$ cat src/hdl/isa_seq_defines.svh
// Timing counts for the ISA cycle sequencer, in periods of the timing clock.
// Assumes one T equals one clk period at 25 MHz.
`ifndef ISA_SEQ_DEFINES_SVH
`define ISA_SEQ_DEFINES_SVH
`define T_ADDR_TO_IO 5'h02
`define T_ALE_WIDTH 5'h01
`define T_ALE_TO_CMD 5'h02
`define T_LA_HOLD 5'h0E
`define T_ALE_TO_MEM_NEG 5'h0B
`define T_MEM_LA_HOLD 5'h0D
`define T_CMD_WIDTH 5'h09
`define T_MEM_SA_HOLD 5'h0A
`define T_IO_SA_HOLD 5'h13
`define T_CMD_TO_ALE 5'h0A
`define T_CMD_SPACING 5'h0C
`define T_RECOVERY 5'h03
`define T_NEG_TO_ALE 5'h01
`define T_IOW_VALID 5'h02
`define T_RDY_NEG_16 5'h06
`define T_RDY_NEG_8 5'h0C
`define T_DATA_16 5'h04
`define T_DATA_8 5'h0A
`define CNT_MAX 5'h1F
`define CNT_ONE 5'h01
`define CNT_ZERO 5'h00
`endif

$ cat src/hdl/isa_seq_pkg.sv
// Types shared by both ends of the ISA cycle sequencer.
// Assumes nothing beyond a SystemVerilog compiler.
package isa_seq_pkg;
  typedef enum logic [1:0] {cls_mem, cls_smem, cls_io} cmd_class_type;
  typedef logic [4:0] tcount_type;
endpackage

$ cat src/hdl/isa_link_if.sv
// Link between the ISA master sequencer and an ISA slave.
// Assumes both ends share clk; the data bus is split into per-side signals.
`timescale 1ns/100ps
`default_nettype none
interface isa_link_if;
  logic [19:0] sa;
  logic sbhe;
  logic [23:17] la;
  logic ale;
  logic memr_n;
  logic memw_n;
  logic smemr_n;
  logic smemw_n;
  logic ior_n;
  logic iow_n;
  logic iochrdy;
  logic [15:0] wdata;
  logic [15:0] rdata;
  logic cs16;
  modport master (output sa, sbhe, la, ale, memr_n, memw_n, smemr_n, smemw_n,
    ior_n, iow_n, wdata, input iochrdy, rdata, cs16);
  modport slave (input sa, sbhe, la, ale, memr_n, memw_n, smemr_n, smemw_n,
    ior_n, iow_n, wdata, output iochrdy, rdata, cs16);
endinterface
`default_nettype wire

$ cat src/hdl/isa_master_seq.sv
// ISA bus master cycle sequencer: orders address, ALE, commands, recovery.
// Assumes one clk period is one T and slave signals are synchronous to clk.
`timescale 1ns/100ps
`default_nettype none
`include "isa_seq_defines.svh"
// Functional notes
// - Address stable two T before I/O command
// - ALE asserted at least one T
// - Two T from ALE to any command
// - Upper address held fourteen T after ALE
// - Same fourteen T hold in compressed timing
// - Eleven T from ALE to memory negation
// - Upper address held thirteen T after command
// - Command asserted at least nine T
// - System address held ten T after memory command
// - System address held nineteen T after I/O command
// - Ten T from command to next ALE
// - Twelve T between same-class commands
// - Three T recovery before next command
// - One T from command negation to ALE
// - Slave drops ready within eight/fourteen T
// - Slave drops ready within six/twelve T
// - Slave read data eight/fourteen T after LA
// - Slave read data four T after ALE
// - I/O write valid two T after edge
module isa_master_seq
  import isa_seq_pkg::*;
(
  // Clock and reset
  input wire logic clk,
  input wire logic resetn,
  // User request
  input wire logic req,
  input wire logic req_write,
  input wire cmd_class_type req_class,
  input wire logic [23:0] req_addr,
  input wire logic req_bhe,
  input wire logic [15:0] req_wdata,
  input wire logic req_compressed,
  // User answer
  output logic busy,
  output logic done,
  output logic [15:0] rd_data,
  // ISA link
  isa_link_if.master bus
);
  typedef enum logic [2:0] {st_idle, st_ale, st_setup, st_cmd, st_hold, st_recov}
    state_type;

  state_type state_reg, state_next;
  tcount_type cnt_reg; // Time since the current phase began
  tcount_type cmd_age_reg; // Time since command assert, saturating
  tcount_type neg_age_reg; // Time since command negate, saturating
  cmd_class_type cls_reg;
  cmd_class_type last_cls_reg; // Class of previous command
  logic last_valid_reg;
  tcount_type last_age_reg; // Time since previous command assert
  logic wr_reg;
  logic wide_reg; // Slave width sampled at ALE
  logic [23:0] addr_reg;
  logic bhe_reg;
  logic [15:0] wd_reg;
  logic ale_reg; // Address latch strobe, high while active
  // Command pins kept at their low-active level so each pin is a flip-flop
  logic memr_n_reg, memw_n_reg, smemr_n_reg, smemw_n_reg, ior_n_reg, iow_n_reg;
  logic busy_reg, done_reg;
  logic [15:0] rd_reg;

  // Start a cycle only when recovery, ALE spacing and class spacing allow
  wire same_class = last_valid_reg && (last_cls_reg == req_class);
  wire spacing_ok = !same_class || (last_age_reg >= `T_CMD_SPACING);
  wire recov_ok = neg_age_reg >= `T_RECOVERY;
  wire ale_ok = (neg_age_reg >= `T_NEG_TO_ALE)
    && (!last_valid_reg || last_age_reg >= `T_CMD_TO_ALE);
  wire start = req && recov_ok && ale_ok && spacing_ok;
  // Setup: ALE lead of two T also gives the address lead for I/O
  wire setup_done = cnt_reg >= `T_ALE_TO_CMD;
  wire ale_done = cnt_reg >= `T_ALE_WIDTH;
  wire is_io = cls_reg == cls_io;
  // Hold time for SA after command, class-dependent
  wire [4:0] sa_hold = is_io ? `T_IO_SA_HOLD : `T_MEM_SA_HOLD;
  // Command must last nine T and span eleven T from ALE, the latter
  // already met with two T setup; ready low stretches it
  wire width_ok = cnt_reg >= `T_CMD_WIDTH;
  wire cmd_end = width_ok && bus.iochrdy;
  // Hold phase waits the remaining address and LA hold
  wire la_ok = cmd_age_reg >= `T_MEM_LA_HOLD;
  wire hold_done = la_ok && (cmd_age_reg >= sa_hold)
    && (cnt_reg >= `T_LA_HOLD);
  wire in_cmd = state_reg == st_cmd;

  // Next state selection
  always_comb begin
    state_next = state_reg;
    unique case (state_reg)
      st_idle: if (start) state_next = st_ale;
      st_ale: if (ale_done) state_next = st_setup;
      st_setup: if (setup_done) state_next = st_cmd;
      st_cmd: if (cmd_end) state_next = st_hold;
      st_hold: if (hold_done) state_next = st_recov;
      st_recov: state_next = st_idle;
    endcase
  end

  // Phase counter restarts on every phase change
  always_ff @(posedge clk) begin
    if (!resetn) cnt_reg <= `CNT_ZERO;
    else if (state_next != state_reg) cnt_reg <= `CNT_ONE;
    else if (cnt_reg != `CNT_MAX) cnt_reg <= cnt_reg + `CNT_ONE;
  end

  // State and cycle capture
  always_ff @(posedge clk) begin
    if (!resetn) begin
      state_reg <= st_idle;
      cls_reg <= cls_mem;
      wr_reg <= 1'b0;
      addr_reg <= 24'h000000;
      bhe_reg <= 1'b0;
      wd_reg <= 16'h0000;
      wide_reg <= 1'b0;
    end else begin
      state_reg <= state_next;
      // Address is captured only at start so it stays stable all cycle
      if (state_reg == st_idle && start) begin
        cls_reg <= req_class;
        wr_reg <= req_write;
        addr_reg <= req_addr;
        bhe_reg <= req_bhe;
        wd_reg <= req_wdata;
      end
      if (state_reg == st_ale) wide_reg <= bus.cs16;
    end
  end

  // Age counters, saturating so long idle periods do not wrap
  always_ff @(posedge clk) begin
    if (!resetn) begin
      cmd_age_reg <= `CNT_MAX;
      neg_age_reg <= `CNT_MAX;
      last_age_reg <= `CNT_MAX;
      last_valid_reg <= 1'b0;
      last_cls_reg <= cls_mem;
    end else begin
      if (state_reg == st_setup && setup_done) begin
        cmd_age_reg <= `CNT_ONE;
        last_age_reg <= `CNT_ONE;
        last_valid_reg <= 1'b1;
        last_cls_reg <= cls_reg;
      end else begin
        if (cmd_age_reg != `CNT_MAX) cmd_age_reg <= cmd_age_reg + `CNT_ONE;
        if (last_age_reg != `CNT_MAX) last_age_reg <= last_age_reg + `CNT_ONE;
      end
      if (in_cmd && cmd_end) neg_age_reg <= `CNT_ONE;
      else if (in_cmd) neg_age_reg <= `CNT_ZERO;
      else if (neg_age_reg != `CNT_MAX) neg_age_reg <= neg_age_reg + `CNT_ONE;
    end
  end

  // Strobe decode; IOW changes on a registered edge three T after ALE rises
  wire cmd_on = state_next == st_cmd;
  wire ale_on = state_next == st_ale;
  wire memr_on = cmd_on && cls_reg == cls_mem && !wr_reg;
  wire memw_on = cmd_on && cls_reg == cls_mem && wr_reg;
  wire smemr_on = cmd_on && cls_reg == cls_smem && !wr_reg;
  wire smemw_on = cmd_on && cls_reg == cls_smem && wr_reg;
  wire ior_on = cmd_on && is_io && !wr_reg;
  wire iow_on = cmd_on && is_io && wr_reg;
  wire rd_take = in_cmd && cmd_end && !wr_reg;

  // Registered strobes and user outputs
  always_ff @(posedge clk) begin
    if (!resetn) begin
      ale_reg <= 1'b0;
      memr_n_reg <= 1'b1;
      memw_n_reg <= 1'b1;
      smemr_n_reg <= 1'b1;
      smemw_n_reg <= 1'b1;
      ior_n_reg <= 1'b1;
      iow_n_reg <= 1'b1;
      busy_reg <= 1'b0;
      done_reg <= 1'b0;
      rd_reg <= 16'h0000;
    end else begin
      ale_reg <= ale_on;
      memr_n_reg <= !memr_on;
      memw_n_reg <= !memw_on;
      smemr_n_reg <= !smemr_on;
      smemw_n_reg <= !smemw_on;
      ior_n_reg <= !ior_on;
      iow_n_reg <= !iow_on;
      busy_reg <= state_next != st_idle;
      done_reg <= state_reg == st_recov;
      // 8-bit slaves answer on the low lane only
      if (rd_take) rd_reg <= wide_reg ? bus.rdata : {8'h00, bus.rdata[7:0]};
    end
  end

  // Link drive: address held from register, strobes active low
  assign bus.sa = addr_reg[19:0];
  assign bus.sbhe = bhe_reg;
  assign bus.la = addr_reg[23:17];
  assign bus.wdata = wd_reg;
  assign bus.ale = ale_reg;
  assign bus.memr_n = memr_n_reg;
  assign bus.memw_n = memw_n_reg;
  assign bus.smemr_n = smemr_n_reg;
  assign bus.smemw_n = smemw_n_reg;
  assign bus.ior_n = ior_n_reg;
  assign bus.iow_n = iow_n_reg;
  assign busy = busy_reg;
  assign done = done_reg;
  assign rd_data = rd_reg;
endmodule
`default_nettype wire

$ cat src/flat_wrapper.sv
// flat-port wrapper written by rule: the top's interface ports become plain ports
module isa_master_seq_flat import isa_seq_pkg::*;
  (clk, resetn, req, req_write, req_class, req_addr, req_bhe, req_wdata, req_compressed, busy, done, rd_data, bus_sa, bus_sbhe, bus_la, bus_ale, bus_memr_n, bus_memw_n, bus_smemr_n, bus_smemw_n, bus_ior_n, bus_iow_n, bus_wdata, bus_iochrdy, bus_rdata, bus_cs16);
  isa_link_if bus_i ();
  input wire logic clk;
  input wire logic resetn;
  input wire logic req;
  input wire logic req_write;
  input wire cmd_class_type req_class;
  input wire logic [23:0] req_addr;
  input wire logic req_bhe;
  input wire logic [15:0] req_wdata;
  input wire logic req_compressed;
  output logic busy;
  output logic done;
  output logic [15:0] rd_data;
  output wire logic [$bits(bus_i.sa)-1:0] bus_sa;
  output wire logic [$bits(bus_i.sbhe)-1:0] bus_sbhe;
  output wire logic [$bits(bus_i.la)-1:0] bus_la;
  output wire logic [$bits(bus_i.ale)-1:0] bus_ale;
  output wire logic [$bits(bus_i.memr_n)-1:0] bus_memr_n;
  output wire logic [$bits(bus_i.memw_n)-1:0] bus_memw_n;
  output wire logic [$bits(bus_i.smemr_n)-1:0] bus_smemr_n;
  output wire logic [$bits(bus_i.smemw_n)-1:0] bus_smemw_n;
  output wire logic [$bits(bus_i.ior_n)-1:0] bus_ior_n;
  output wire logic [$bits(bus_i.iow_n)-1:0] bus_iow_n;
  output wire logic [$bits(bus_i.wdata)-1:0] bus_wdata;
  input wire logic [$bits(bus_i.iochrdy)-1:0] bus_iochrdy;
  input wire logic [$bits(bus_i.rdata)-1:0] bus_rdata;
  input wire logic [$bits(bus_i.cs16)-1:0] bus_cs16;
  assign bus_sa = bus_i.sa;
  assign bus_sbhe = bus_i.sbhe;
  assign bus_la = bus_i.la;
  assign bus_ale = bus_i.ale;
  assign bus_memr_n = bus_i.memr_n;
  assign bus_memw_n = bus_i.memw_n;
  assign bus_smemr_n = bus_i.smemr_n;
  assign bus_smemw_n = bus_i.smemw_n;
  assign bus_ior_n = bus_i.ior_n;
  assign bus_iow_n = bus_i.iow_n;
  assign bus_wdata = bus_i.wdata;
  assign bus_i.iochrdy = bus_iochrdy;
  assign bus_i.rdata = bus_rdata;
  assign bus_i.cs16 = bus_cs16;
  isa_master_seq u_core (.clk(clk), .resetn(resetn), .req(req), .req_write(req_write), .req_class(req_class), .req_addr(req_addr), .req_bhe(req_bhe), .req_wdata(req_wdata), .req_compressed(req_compressed), .busy(busy), .done(done), .rd_data(rd_data), .bus(bus_i));
endmodule
$ cat config.mk
export PLATFORM = sky130hd
export DESIGN_NAME = isa_master_seq_flat
export DESIGN_NICKNAME = d
export VERILOG_FILES = /design/src/hdl/isa_seq_pkg.sv /design/src/hdl/isa_link_if.sv /design/src/hdl/isa_master_seq.sv /design/src/flat_wrapper.sv
export VERILOG_INCLUDE_DIRS = /design/src /design/src/hdl
export SDC_FILE = /design/constraint.sdc
export NUM_CORES = 1
export LEC_CHECK = 0
export BUFFER_PORTS_ARGS = -buffer_cell sky130_fd_sc_hd__buf_2
export CAP_MARGIN = 15
export CORE_UTILIZATION = 45
export CTS_BUF_LIST = sky130_fd_sc_hd__clkbuf_4 sky130_fd_sc_hd__clkbuf_8 sky130_fd_sc_hd__clkbuf_16
export DETAILED_ROUTE_END_ITERATION = 10
export PLACE_DENSITY = 0.69
export SYNTH_ARGS = -nofsm -noshare
export SYNTH_HDL_FRONTEND = slang
export SYNTH_SLANG_ARGS = --single-unit
$ cat constraint.sdc
create_clock -name clk -period 2.8 [get_ports clk]
set_input_delay 0.14 -clock clk [delete_from_list [all_inputs] [get_ports clk]]
set_output_delay 0.14 -clock clk [all_outputs]
set_load 0.01 [all_outputs]
After elaboration in Yosys (flattened, before gate mapping)
Cells that the tools add are included.
- register bits: 96
- input bits: 66
- output and inout bits: 69
- logic and storage cells: 117
- add/subtract/negate cells: 4
- order comparisons: 10
- equality and inequality tests: 15
- muxes and demuxes: 17
- bitwise logic cells: 1
- reductions and logical operators: 43
- operator list (cell ; number):
    5-bit two-way mux ; 8
    5-bit by 4-bit >= comparator with 1-bit output, second input constant ; 5
    1-bit logical AND ; 21
    5-bit by 1-bit adder with 5-bit output, second input constant ; 4
    5-bit inequality test, second input constant ; 4
    3-bit case mux with 6 select lines ; 1
    16-bit two-way mux ; 1
    3-bit two-way mux ; 5
    5-bit by 1-bit >= comparator with 1-bit output, second input constant ; 2
    5-bit by 2-bit >= comparator with 1-bit output, second input constant ; 2
    3-bit by 2-bit == test with 1-bit output, second input constant ; 3
    1-bit logical NOT ; 9
    2-bit nonzero test ; 4
    3-bit by 1-bit == test with 1-bit output, second input constant ; 2
    3-bit == test, second input constant ; 2
    3-bit nonzero test ; 2
    2-bit OR reduction ; 3
    5-bit >= comparator ; 1
    3-bit logical NOT ; 1
    3-bit inequality test ; 1
    2-bit by 1-bit == test with 1-bit output, second input constant ; 1
    2-bit == test ; 1
    2-bit == test, second input constant ; 1
    2-bit logical NOT ; 1
    3 further kinds ; 5

Depth between registers and ports, before layout
- depth in word-level cells: 11
- gate-level depth with buffers: 9
- mapped depth without buffers: 7

Worst setup path after synthesis
Ideal clock, no wire load.
- kind: reg2reg
- start: register u_core.cnt_reg[1]
- end: register u_core.memr_n_reg, in the netlist u_core.bus.memr_n
- setup time: 0.128 ns
- arrival time: 1.951 ns
- data required time: 2.672 ns
- path slack: 0.722 ns
- cell stages (with the launch flop): 8
- buffers on the path: 0
- clock period less this slack: 2.078 ns
- cell sequence: dfxtp_1 inv_1 ha_1 o41a_2 o21a_1 a211oi_2 nor4b_1 nand2b_1
- cells in the longest elaborated chain, start to end: 8
- elaborated cells between the ends (all ways): 15
- classes of those cells: 4 x order compare; 1 x eq/ne; 5 x mux; 5 x reduce/logical
- RTL lines (element ; RTL line ; source):
    start, declared ; isa_master_seq.sv:51 ; tcount_type cnt_reg;
    start signal, assigned ; isa_master_seq.sv:107 ; if (!resetn) cnt_reg <= `CNT_ZERO;
    start signal, assigned ; isa_master_seq.sv:108 ; else if (state_next != state_reg) cnt_reg <= `CNT_ONE;
    start signal, assigned ; isa_master_seq.sv:109 ; else if (cnt_reg != `CNT_MAX) cnt_reg <= cnt_reg + `CNT_ONE;
    5-bit by 4-bit >= comparator with 1-bit output (no line) ; -- ;
    1-bit logical AND (on tied branches) ; isa_master_seq.sv:88, isa_master_seq.sv:85 ;
    3-bit two-way mux (on tied branches) ; isa_master_seq.sv:100, isa_master_seq.sv:99 ;
    3-bit case mux with 6 select lines (*) ; isa_master_seq.sv:95 ; unique case (state_reg)
    3-bit by 2-bit == test with 1-bit output (*) ; isa_master_seq.sv:161 ; wire cmd_on = state_next == st_cmd;
    1-bit logical AND (*) (2 in a row) ; isa_master_seq.sv:163 ; wire memr_on = cmd_on && cls_reg == cls_mem && !wr_reg;
    1-bit logical NOT (*) ; isa_master_seq.sv:186 ; memr_n_reg <= !memr_on;
    end signal, assigned ; isa_master_seq.sv:186 ;
    end, declared ; isa_master_seq.sv:65 ; logic memr_n_reg, memw_n_reg, smemr_n_reg, smemw_n_reg, ior_n_reg, iow_n_reg;
Mark *: on every way between the ends. The rest lies on a longest branch, timed or not.
A chain may end at the register's enable or synchronous reset.

Final worst setup path
- start: register u_core.state_reg[1]
- end: register u_core.rd_reg[11], in the netlist u_core.rd_data[11]
- cells in the longest elaborated chain, start to end: 3
- RTL lines (element ; RTL line ; source):
    start, declared ; isa_master_seq.sv:50 ; state_type state_reg, state_next;
    start signal, assigned ; isa_master_seq.sv:115 ; state_reg <= st_idle;
    start signal, assigned ; isa_master_seq.sv:123 ; state_reg <= state_next;
    3-bit by 2-bit == test with 1-bit output ; isa_master_seq.sv:90 ; wire in_cmd = state_reg == st_cmd;
    1-bit logical AND (2 in a row) ; isa_master_seq.sv:169 ; wire rd_take = in_cmd && cmd_end && !wr_reg;
    end signal, assigned ; isa_master_seq.sv:195 ; if (rd_take) rd_reg <= wide_reg ? bus.rdata : {8'h00, bus.rdata[7:0]};
    end, declared ; isa_master_seq.sv:67 ; logic [15:0] rd_reg;
Every way passes these cells.

==> impl_metrics.yaml <==
sta:
  rsz0062_at_grt: "false"
  final_max_slew_viol_count: 0
  tns_ns: 0
  period_share: 0.858
  worst_slew_pin_slew_ns: 1.04
  final_hold_viol_count: 0
  min_period_ns: 2.40
  fmax_ghz: 0.416
  finalSetupViolations: 0
  slew_headroom: 0.304
  fin_skew_ns: 0.0193
floorplanning:
  initial_core_util: 0.474
  ios: 135
  fp.coreArea_mm2: 0.00838
  die_w_um: 95.9
  rows: 33
  die-area_mm2: 0.00920
  fp.dieH_um: 95.9
final_layout:
  area_growth_pct: 29.8
  diodes: 0
  utilization: 0.615
  drive_above_1_share: 0.288
  stdcell_count: 674
  nets: 644
  largest_reg_flops: 24
yosys:
  syn_nets: 495
  synth_edf_count: 0
  async_flop_share: 0
  synth-main-ff-cell: "dfxtp_1"
  yosys.area.top_type: "dfxtp_1"
  ys_seq_area_frac: 0.484
  synth_cells: 415
  synth.most_common_cell: "dfxtp_1"
  synth.area.top_cells: "dfxtp_1, mux2i_1, nor2_1, ha_1, nand2_1"
  ys_ff_latch: 96
  avgSynthCellArea_um2: 9.56
  synth_commonest_cells: "dfxtp_1, nor2_1, mux2i_1"
  yosys.cell_types.count: 48
  yosysTopAreaCellShare: 0.484
  netlist_area_mm2: 0.00397
  yosysWarnings: 0
flow_run:
  maxCapViolations: 0
route:
  wl_um: 9220
  wirelength_met1_um: 4050
  route.detailed.drc: 0
  highest-signal-layer: "met4"
  wl_per_cell_um: 13.7
  antenna_left: 0
  firstDrtPassIters: 4
  wl_met3_um: 602
  dr_wl_met2_um: 4390
  routed-via-count: 3411
  drt_iter0_markers: 81
  viasPerCell: 5.06
setup_path:
  arrival_ns: 2.71
  cp-end-kind: "flop"
  startpoint_type: "flop"
  r2r_slack_ns: 0.40
  cp_max_fo: 16
  required_ns: 3.11
  path_class: "reg -> reg"
clock_tree:
  htreeDepth: 3
  cts_setup_buffers: 0
  cts_tree: "done"
  clk_pin_slew_ns: 0.11
  clk_latency_ns: 0.37
  cts_made_buffers: 9
  numClockSinks: 96
  root_buffer: "clkbuf_8"
  cts_buffer_depth: 2
  post_cts_resized: 0
pwr:
  powerDensity_mw_per_mm2: 728
  ir_drop_uv: 316
  p_leak_nw: 2.36
placed_design:
  io_buffer_count: 133
  dp_cells: 631
  dp_hpwl_um: 6190
  routabilityCongestion: 0.839
grt:
  overflow: 0
  grt_pass1_vias: 3274
  track_usage: 0.204
  grt_pass1_wl_um: 14500
  antenna_found_initial: 0
  grt_max_degree: 45
hold_path:
  hold_path.class: "in -> reg"
status:
  status: "completed"
-- placed cells by master (no fill, tap or decap), types with 2 or more instances in the layout --
cell           instances
nor2_1                57
nand4b_1               5
nor3b_1                2
a21oi_1               23
ha_1                  14
xor2_1                 9
o21a_1                 4
or3_1                  4
dlygate4sd3_1         27
nor3_1                 4
nand2_1               31
a211o_1                2
inv_1                 12
and3_1                 3
nor2b_1                5
dfxtp_1               96
buf_4                  3
nor4_1                 6
clkbuf_8               9
buf_2                133
nand2b_1               2
o21ai_0               15
inv_6                  2
o211ai_1               2
a31oi_1                4
mux2i_1               51
nand3_1                9
xnor2_1                6
clkinvlp_4             2
-- cells by family (layout without fill, tap and decap cells) --
kind of cell,Yosys count,in the layout,share of synthesized area
fa+ha+maj,14,14,0.0441
compound gates,62,62,0.102
buf+inv,39,193,0.0416
mux,51,51,0.129
simple gates,138,138,0.166
xor+xnor,15,15,0.0331
flops,96,96,0.484
-- metal layers --
| metal | up-vias | GRT usage |
|---|---|---|
| met5 | - | 0 |
| met4 | 0 | 0.0759 |
| met3 | 15 | 0.0695 |
| met2 | 105 | 0.335 |
| met1 | 1569 | 0.248 |
| li1 | 1722 | - |
-- critical path: stages, from the launching register on --
cell and delay (ns):
dfxtp_1 0.55, and3b_1 0.36, o211ai_2 0.22, nor2_1 0.83
nand3_1 0.18, a21oi_1 0.19
-- path summary, 6_finish.rpt --
path | from | end | depth (start not counted)
worst max-delay path | u_core.state_reg[1] | u_core.rd_data[11] | 5
worst max register to register | u_core.state_reg[1] | u_core.rd_data[11] | 5
worst min register to register | u_core.rd_data[1] | u_core.rd_data[1] | 2
worst min-delay path | bus_rdata[2] | u_core.rd_data[2] | 3
-- layout make-up --
type	instances	area [µm²]
Tap cell	105	131
Clock inverter	6	52.6
Inverter	13	48.8
Clock buffer	10	131
Timing Repair Buffer	164	978
Sequential cell	96	1920
Fill cell	721	3230
Multi-Input combinational cell	280	1890
-- power by group --
part	internal [mW]	leakage, nW	switching (mW)	total, mW
clock network	0.347	0.0888	0.518	0.865
logic	0.589	1.49	0.557	1.15
registers	1.55	0.786	0.188	1.74
-- timing repair --
item | in CTS | in global routing
hold buffers | 24 | 3
endpoints found under the hold margin | 24 | 3
endpoints found under the setup margin | 0 | 0
-- through the flow --
| stage | instance area (µm²) | setup slack [ns] | total power [mW] | hold slack (ns) |
|---|---|---|---|---|
| after floorplan | 3970 | 0.722 | 2.58 | 0.276 |
| after global routing | 5150 | 0.215 | 4.01 | 0.00580 |
| after detailed placement | 4700 | 0.432 | 2.89 | 0.381 |
| after global placement | 4700 | 0.546 | 2.83 | 0.372 |
| after CTS | 5120 | 0.403 | 3.78 | 0.000181 |
| final | 5150 | 0.398 | 3.75 | 0.00818 |
Note: power is estimated with default switching activity, not from simulation.
